### config.mk
export PLATFORM = sky130hd
export DESIGN_NAME = tfi_regs
export DESIGN_NICKNAME = d
export VERILOG_FILES = /design/src/tfi_pkg.sv /design/src/tfi_bus_if.sv /design/src/tfi_feature_word.sv /design/src/tfi_regs.sv
export SDC_FILE = /design/constraint.sdc
export NUM_CORES = 1
export LEC_CHECK = 0
export BUFFER_PORTS_ARGS = -buffer_cell sky130_fd_sc_hd__buf_4
export CELL_PAD_IN_SITES_DETAIL_PLACEMENT = 0
export CELL_PAD_IN_SITES_GLOBAL_PLACEMENT = 1
export CORE_ASPECT_RATIO = 1.4
export CORE_MARGIN = 2
export CORE_UTILIZATION = 24
export CTS_BUF_LIST = sky130_fd_sc_hd__clkbuf_8
export CTS_CLUSTER_DIAMETER = 30
export CTS_CLUSTER_SIZE = 40
export DETAILED_ROUTE_END_ITERATION = 16
export GPL_TIMING_DRIVEN = 0
export PLACE_DENSITY = 0.85
export SLEW_MARGIN = 20
export SYNTH_ARGS = -nofsm -noshare
export SYNTH_HDL_FRONTEND = slang
export SYNTH_SLANG_ARGS = --single-unit
### constraint.sdc
create_clock -name clk_i -period 2.2 [get_ports clk_i]
set_input_delay 0.11 -clock clk_i [delete_from_list [all_inputs] [get_ports clk_i]]
set_output_delay 0.11 -clock clk_i [all_outputs]
set_load 0.02 [all_outputs]
### src/tfi_pkg.sv
// Contract
// (RULE1) 32-bit read-only feature word
// (RULE2) stream table levels: linear or two-level
// (RULE3) terminate model: flag-selected or always abort
// (RULE4) stall field: both, none, forced, reserved
// (RULE5) secure copy mirrored; disable forces no-stall
// (RULE6) pci system never reports forced stall
// (RULE7) ats error recording zero without ats
// (RULE8) walk endianness: mixed, little, big
// (RULE9) mixed endian recommended by default
// (RULE10) virtual ops page needs ops, both stages
// (RULE11) two-level context table support bit
// (RULE12) wide vm identifier support bit
// (RULE13) wildcard bit zero without stage 2
// (RULE14) page request bit zero without ats
// (RULE15) translation ops bit gates virtual page
// (RULE16) wake event support bit
// (RULE17) message interrupts bit, zero if wired only
// (RULE18) bit 10 reports ats support
// (RULE19) bit 1 reports stage 1 support
// (RULE20) bit 0 reports stage 2 support
// (RULE21) read-only; writes ignored; fixed parameters
package tfi_pkg;
  localparam logic [7:0] ADDR_FEATURES_ID0 = 8'h00;
  localparam logic [7:0] ADDR_SEC_STALL_CFG = 8'h04;
  localparam int POS_STLEVEL = 27;
  localparam int POS_TERM = 26;
  localparam int POS_STALL = 24;
  localparam int POS_ATSREC = 23;
  localparam int POS_ENDIAN = 21;
  localparam int POS_VOPS = 20;
  localparam int POS_TWO_LEVEL_CONTEXT_TABLE = 19;
  localparam int POS_WIDE_VM_IDENTIFIER = 18;
  localparam int POS_VMW = 17;
  localparam int POS_PRI = 16;
  localparam int POS_OPS = 15;
  localparam int POS_WAKE = 14;
  localparam int POS_MSI = 13;
  localparam int POS_ATS = 10;
  localparam int POS_S1 = 1;
  localparam int POS_S2 = 0;
  localparam logic [1:0] STALL_BOTH = 2'h0;
  localparam logic [1:0] STALL_NONE = 2'h1;
  localparam logic [1:0] STALL_FORCED = 2'h2;
  localparam logic [1:0] STALL_RSVD = 2'h3;
  localparam logic [1:0] ENDIAN_MIXED = 2'h0;
  localparam logic [1:0] ENDIAN_RSVD = 2'h1;
  localparam logic [1:0] STLEVEL_RSVD_MSB = 2'h2;
  localparam logic [3:0] SEC_CFG_RESET = 4'h0;
endpackage

### src/tfi_bus_if.sv
`timescale 1ns/1ps
interface tfi_bus_if;
  logic sel;
  logic we;
  logic [7:0] adr;
  logic [31:0] dat_w;
  logic [31:0] dat_r;
  modport slave(input sel, input we, input adr, input dat_w, output dat_r);
  modport master(output sel, output we, output adr, output dat_w, input dat_r);
endinterface

### src/tfi_feature_word.sv
`timescale 1ns/1ps
module tfi_feature_word #(
  parameter logic [1:0] STREAM_LEVELS = 2'h1,
  parameter bit TERM_ALWAYS_ABORT = 1'b0,
  parameter logic [1:0] STALL_SUPPORT = 2'h0,
  parameter bit PCI_SYSTEM = 1'b1,
  parameter bit ATS_PRESENT = 1'b1,
  parameter bit ATS_ERR_REC = 1'b1,
  parameter logic [1:0] WALK_ENDIAN = 2'h0,
  parameter bit VIRT_OPS_PAGE = 1'b1,
  parameter bit TWO_LEVEL_CTX = 1'b1,
  parameter bit WIDE_VMID = 1'b1,
  parameter bit VMID_WILDCARD = 1'b1,
  parameter bit PAGE_REQUEST = 1'b1,
  parameter bit TRANS_OPS = 1'b1,
  parameter bit WAKE_EVENTS = 1'b0,
  parameter bit MSI_PRESENT = 1'b1,
  parameter bit STAGE1 = 1'b1,
  parameter bit STAGE2 = 1'b1
) (
  input wire logic secure_state_present_i,
  input wire logic [1:0] secure_stall_model_i,
  input wire logic nonsecure_stall_disable_i,
  output logic [31:0] word_o
);
  logic [1:0] ns_stall;
  logic [1:0] stall_raw;
  logic [1:0] stlev;
  logic [1:0] endian;
  always_comb begin
    stall_raw = STALL_SUPPORT;
    // (RULE5) secure mirror rule
    if (secure_state_present_i) begin
      if (secure_stall_model_i == tfi_pkg::STALL_BOTH && nonsecure_stall_disable_i) begin
        stall_raw = tfi_pkg::STALL_NONE;
      end else begin
        stall_raw = secure_stall_model_i;
      end
    end
    // (RULE4) reserved code downgraded
    ns_stall = (stall_raw == tfi_pkg::STALL_RSVD) ? tfi_pkg::STALL_NONE : stall_raw;
    // (RULE6) pci forbids forced
    if (PCI_SYSTEM && ns_stall == tfi_pkg::STALL_FORCED) begin
      ns_stall = tfi_pkg::STALL_BOTH;
    end
    // (RULE2) reserved levels fall back to linear
    stlev = (STREAM_LEVELS >= tfi_pkg::STLEVEL_RSVD_MSB) ? 2'h0 : STREAM_LEVELS;
    // (RULE8) (RULE9) reserved endian treated as mixed
    endian = (WALK_ENDIAN == tfi_pkg::ENDIAN_RSVD) ? tfi_pkg::ENDIAN_MIXED : WALK_ENDIAN;
    word_o = 32'h0;
    // (RULE1) assemble word
    word_o[tfi_pkg::POS_STLEVEL +: 2] = stlev;
    // (RULE3) terminate model
    word_o[tfi_pkg::POS_TERM] = TERM_ALWAYS_ABORT;
    word_o[tfi_pkg::POS_STALL +: 2] = ns_stall;
    // (RULE7) gated by ats
    word_o[tfi_pkg::POS_ATSREC] = ATS_ERR_REC & ATS_PRESENT;
    word_o[tfi_pkg::POS_ENDIAN +: 2] = endian;
    // (RULE10) (RULE15) virtual page dependency
    word_o[tfi_pkg::POS_VOPS] = VIRT_OPS_PAGE & TRANS_OPS & STAGE1 & STAGE2;
    // (RULE11) two-level context
    word_o[tfi_pkg::POS_TWO_LEVEL_CONTEXT_TABLE] = TWO_LEVEL_CTX;
    // (RULE12) wide vmid
    word_o[tfi_pkg::POS_WIDE_VM_IDENTIFIER] = WIDE_VMID;
    // (RULE13) wildcard needs stage 2
    word_o[tfi_pkg::POS_VMW] = VMID_WILDCARD & STAGE2;
    // (RULE14) page request needs ats
    word_o[tfi_pkg::POS_PRI] = PAGE_REQUEST & ATS_PRESENT;
    word_o[tfi_pkg::POS_OPS] = TRANS_OPS;
    // (RULE16) wake events
    word_o[tfi_pkg::POS_WAKE] = WAKE_EVENTS;
    // (RULE17) message interrupts
    word_o[tfi_pkg::POS_MSI] = MSI_PRESENT;
    // (RULE18) ats bit
    word_o[tfi_pkg::POS_ATS] = ATS_PRESENT;
    // (RULE19) stage 1 bit
    word_o[tfi_pkg::POS_S1] = STAGE1;
    // (RULE20) stage 2 bit
    word_o[tfi_pkg::POS_S2] = STAGE2;
  end
endmodule

### src/tfi_regs.sv
// Added by the designer: the Wishbone register port and the placing of the registers.
`timescale 1ns/1ps
module tfi_regs (
  input wire logic clk_i,
  input wire logic rst_i,
  input wire logic wb_cyc_i,
  input wire logic wb_stb_i,
  input wire logic wb_we_i,
  input wire logic [7:0] wb_adr_i,
  input wire logic [3:0] wb_sel_i,
  input wire logic [31:0] wb_dat_i,
  output logic [31:0] wb_dat_o,
  output logic wb_ack_o,
  output logic wb_err_o
);
  tfi_bus_if bus ();
  logic [31:0] feat_word;
  logic [3:0] sec_cfg;
  logic [3:0] next_sec_cfg;
  logic ack;
  logic next_ack;
  logic err;
  logic next_err;
  logic [31:0] rdat;
  logic [31:0] next_rdat;
  logic req;
  logic hit_feat;
  logic hit_sec;

  assign bus.sel = req;
  assign bus.we = wb_we_i;
  assign bus.adr = wb_adr_i;
  assign bus.dat_w = wb_dat_i;
  assign req = wb_cyc_i & wb_stb_i & ~ack & ~err;
  assign hit_feat = (wb_adr_i == tfi_pkg::ADDR_FEATURES_ID0);
  assign hit_sec = (wb_adr_i == tfi_pkg::ADDR_SEC_STALL_CFG);

  // sec_cfg: [0] secure present, [2:1] secure stall model, [3] nonsecure stall disable
  tfi_feature_word u_word (
    .secure_state_present_i(sec_cfg[0]),
    .secure_stall_model_i(sec_cfg[2:1]),
    .nonsecure_stall_disable_i(sec_cfg[3]),
    .word_o(feat_word)
  );

  always_comb begin
    next_sec_cfg = sec_cfg;
    next_ack = 1'b0;
    next_err = 1'b0;
    next_rdat = rdat;
    if (req) begin
      if (hit_feat) begin
        next_ack = 1'b1;
        // (RULE21) writes ignored
        next_rdat = wb_we_i ? 32'h0 : feat_word;
      end else if (hit_sec) begin
        next_ack = 1'b1;
        if (wb_we_i && wb_sel_i[0]) begin
          next_sec_cfg = wb_dat_i[3:0];
        end
        next_rdat = {28'h0, sec_cfg};
      end else begin
        next_err = 1'b1;
        next_rdat = 32'h0;
      end
    end
  end

  always_ff @(posedge clk_i) begin
    if (rst_i) begin
      sec_cfg <= tfi_pkg::SEC_CFG_RESET;
      ack <= 1'b0;
      err <= 1'b0;
      rdat <= 32'h0;
    end else begin
      sec_cfg <= next_sec_cfg;
      ack <= next_ack;
      err <= next_err;
      rdat <= next_rdat;
    end
  end

  assign wb_ack_o = ack;
  assign wb_err_o = err;
  assign wb_dat_o = rdat;
  assign bus.dat_r = rdat;

  property p_ro;
    @(posedge clk_i) disable iff (rst_i)
      (req && hit_feat && wb_we_i) |=> (feat_word == $past(feat_word));
  endproperty
  a_ro: assert property (p_ro) else $error("feature word changed by write"); // (RULE21)

  property p_read;
    @(posedge clk_i) disable iff (rst_i)
      (req && hit_feat && !wb_we_i) |=> (ack && rdat == $past(feat_word));
  endproperty
  a_read: assert property (p_read) else $error("feature read wrong"); // (RULE1)

  property p_top;
    @(posedge clk_i) disable iff (rst_i) feat_word[31:29] == 3'h0 && !feat_word[28];
  endproperty
  a_top: assert property (p_top) else $error("reserved bits set"); // (RULE2)

  property p_stall;
    @(posedge clk_i) disable iff (rst_i) feat_word[25:24] != tfi_pkg::STALL_FORCED;
  endproperty
  a_stall: assert property (p_stall) else $error("forced stall on pci"); // (RULE6)

  property p_mirror;
    @(posedge clk_i) disable iff (rst_i)
      sec_cfg[0] |-> feat_word[25:24] == sec_cfg[2:1] || sec_cfg[2:1] == tfi_pkg::STALL_RSVD
        || sec_cfg[2:1] == tfi_pkg::STALL_FORCED
        || (sec_cfg[2:1] == tfi_pkg::STALL_BOTH && sec_cfg[3]
          && feat_word[25:24] == tfi_pkg::STALL_NONE);
  endproperty
  a_mirror: assert property (p_mirror) else $error("stall mirror wrong"); // (RULE5)

  property p_vops;
    @(posedge clk_i) disable iff (rst_i) feat_word[20] |-> feat_word[15] && feat_word[1:0] == 2'h3;
  endproperty
  a_vops: assert property (p_vops) else $error("virtual page without deps"); // (RULE10)

  property p_ats;
    @(posedge clk_i) disable iff (rst_i) !feat_word[10] |-> !feat_word[23] && !feat_word[16];
  endproperty
  a_ats: assert property (p_ats) else $error("ats dependent bit set"); // (RULE14)

  property p_vmw;
    @(posedge clk_i) disable iff (rst_i) !feat_word[0] |-> !feat_word[17];
  endproperty
  a_vmw: assert property (p_vmw) else $error("wildcard without stage 2"); // (RULE13)

  property p_unmapped;
    @(posedge clk_i) disable iff (rst_i) (req && !hit_feat && !hit_sec) |=> err && !ack;
  endproperty
  a_unmapped: assert property (p_unmapped) else $error("unmapped not erred"); // (RULE21)

  property p_stall_rsvd;
    @(posedge clk_i) disable iff (rst_i) feat_word[25:24] != tfi_pkg::STALL_RSVD;
  endproperty
  a_stall_rsvd: assert property (p_stall_rsvd) else $error("reserved stall code"); // (RULE4)

  property p_endian;
    @(posedge clk_i) disable iff (rst_i) feat_word[22:21] != tfi_pkg::ENDIAN_RSVD;
  endproperty
  a_endian: assert property (p_endian) else $error("reserved endian code"); // (RULE8)

  property p_nsdis;
    @(posedge clk_i) disable iff (rst_i)
      (sec_cfg[0] && sec_cfg[3] && sec_cfg[2:1] == tfi_pkg::STALL_BOTH)
        |-> feat_word[25:24] == tfi_pkg::STALL_NONE;
  endproperty
  a_nsdis: assert property (p_nsdis) else $error("stall disable ignored"); // (RULE5)
endmodule

==> flow_metrics.tcl <==
set metrics [dict create \
    outcome "completed" \
    viasPerCell 3.86 \
    synth-simple-area-share_pct 24.9 \
    ys_seq_area_share_pct 33.9 \
    holdWs_ns 0.133 \
    ios 83 \
    wl_per_cell_um 9.39 \
    clockBufferDepth 2 \
    cp_max_fo 6 \
    leakagePower_nw 0.587 \
    cts_buffers 3 \
    start_util_pct 24.8 \
    synth_cell_type_count 24 \
    clock-root-buffer "clkbuf_8" \
    drive_gt1_share_pct 48.9 \
    cts.htree.levels 1 \
    vdd_drop_max_mv 0.236 \
    row_count 24 \
    first_global_vias 638 \
    fmax_mhz 786 \
    rsz0062_at_grt "false" \
    drc 0 \
    p_switching_mw 0.134 \
    drt_first_pass_iters 2 \
    grt_max_degree 12 \
    ys_ff_latch 13 \
    synthesis.area_um2 768 \
    p_int_mw 0.407 \
    skew_ns 0.00249 \
    diodes 0 \
    switching_share_pct 24.8 \
    grtUsageTotal_pct 9.67 \
    ant_nets 0 \
    power_mw 0.541 \
    insertion_delay_ns 0.24 \
    critPathKind "reg -> reg" \
    die_h_um 70.9 \
    nNetsFinal 187 \
    syn_to_final_growth_pct 53.7 \
    maxCapViolations 0 \
    holdBufCountCts 0 \
    clk_pin_slew_ns 0.05 \
    cts_sinks 13 \
    min_path_type "in -> reg" \
    power_frac_seq_pct 43.8 \
    synth_xor_area_share_pct 0 \
    p_per_area_nw_per_um2 458 \
    tritoncts "done" \
    die_area_um2 3680 \
    cts_setup_buffers 0 \
    synth_cells 83 \
    die_w_um 51.8 \
    startpoint_type "flop" \
    grt_pass1_wl_um 2610 \
    gp_congestion 0.748 \
    grt_antenna_before_repair 0 \
    hold_viol_final 0 \
    synth_top_family_by_area "buffers and inverters" \
    yosysWarnings 0 \
    grt_overflow 0 \
    end_kind "flop" \
    muxShareOfSynthArea_pct 5.21 \
    syn-mean-instance-area_um2 9.26 \
    period_needed_ns 1.27 \
    drtIter0Drc 3 \
    crit_required_ns 2.37 \
    cts_resized 0 \
    vias 680 \
    synth_compound_area_share_pct 8.63 \
    synthAdderAreaFrac_pct 0 \
    port_buffers 35 \
    fin_crit_sh_pct 57.8 \
    clockPowerShare_pct 38.5 \
    core-area_um2 3090 \
    pwr-share-comb_pct 17.8 \
    slew_violations 0 \
    critPathArrivalTime_ns 1.45 \
    setup_tns_ns 0 \
    routed_wl_um 1650 \
    setup_viol 0 \
]
worst paths after layout:
| check | slack, ns | cells after the start | from | to |
|---|---|---|---|---|
| worst max-delay path | 0.93 | 4 | wb_err_o | sec_cfg[1] |
| worst min-delay path | 0.13 | 3 | wb_dat_i[0] | sec_cfg[0] |
| worst max register to register | 0.93 | 4 | wb_err_o | sec_cfg[1] |
| worst min register to register | 0.46 | 2 | wb_dat_o[3] | wb_dat_o[3] |
synthesized netlist by cell type (all sizes together):
| cell | number | area, µm² |
|---|---|---|
| and2 | 3 | 18.8 |
| o2bb2ai | 3 | 26.3 |
| nand2b | 8 | 50.1 |
| nand2 | 3 | 11.3 |
| inv | 1 | 3.75 |
| mux2i | 4 | 40.0 |
| o211ai | 1 | 7.51 |
| nor2 | 2 | 7.51 |
| dfxtp | 13 | 260 |
| conb | 1 | 3.75 |
| nand4bb | 1 | 11.3 |
| and3 | 1 | 6.26 |
| nor2b | 1 | 6.26 |
| nand4b | 1 | 8.76 |
| and4bb | 1 | 12.5 |
| a21oi | 5 | 25.0 |
| buf | 26 | 199 |
| nand4 | 3 | 18.8 |
| nor3 | 1 | 10.0 |
| clkbuf | 1 | 3.75 |
| a211oi | 1 | 7.51 |
| nor4 | 1 | 21.3 |
| and4 | 1 | 8.76 |
stage by stage:
stage          instances  util, %  setup WS, ns  cell area (µm²)
2_1_floorplan         98        -         0.934              825
3_3_place_gp         172     36.7         0.949             1140
3_5_place_dp         172     36.7         0.951             1140
4_1_cts              176     38.2         0.927             1180
5_1_grt              176     38.2         0.832             1180
6_report             176     38.2         0.928             1180
worst max-delay path: stages, from the launching register on:
cell      delay (ns)
dfxtp_1         0.31
and4bb_2        0.37
and4_1          0.23
buf_6           0.13
mux2i_1         0.17
final cells by class:
class / instances / area, µm²
flip-flops and latches: 13 / 260
multi-input cells: 57 / 358
inverters: 1 / 3.75
clock inverters: 1 / 3.75
plain buffers: 27 / 203
fillers: 325 / 1910
well taps: 39 / 48.8
repair buffers: 35 / 263
clock buffers: 3 / 41.3
cells in the final DEF, fill, tap and decap left out, types with 2 or more instances in the layout:
cell,count
clkbuf_8,3
buf_4,60
conb_1,16
nand4_1,3
nand2b_1,8
o2bb2ai_1,3
dfxtp_1,13
mux2i_1,4
a21oi_1,5
nand2_1,3
and2_1,3
inv_1,2
nor2_1,2
registers in the layout, indices dropped and copies added (netlist names):
| name | count |
|---|---|
| wb_err_o | 1 |
| wb_dat_o | 7 |
| wb_ack_o | 1 |
| sec_cfg | 4 |
power by group through the flow:
stage                     Combinational [mW]  Clock, mW  Sequential [mW]
after floorplan                       0.0617          0            0.243
after global placement                0.0948          0            0.242
after detailed placement              0.0958          0            0.242
after CTS                             0.0960      0.216            0.237
after global routing                   0.104      0.224            0.237
final                                 0.0961      0.208            0.237
kinds of logic (layout without fill, tap and decap cells):
family,Yosys count,count (layout)
AOI/OAI and AO/OA,10,10
buffers and inverters,28,67
DFF,13,13
muxes,4,4
other,1,16
and+or+nand+nor,27,27
routing by layer:
metal  vias to the layer above  global-route usage (%)  share of wire [%]
met1                       287                    8.12                 34
met3                         3                    3.38                 11
met5                         -                       0                  0
met2                        38                    18.2                 53
li1                        352                       -                  -
met4                         0                    6.14                2.1
Note: power is estimated with default switching activity, not from simulation.
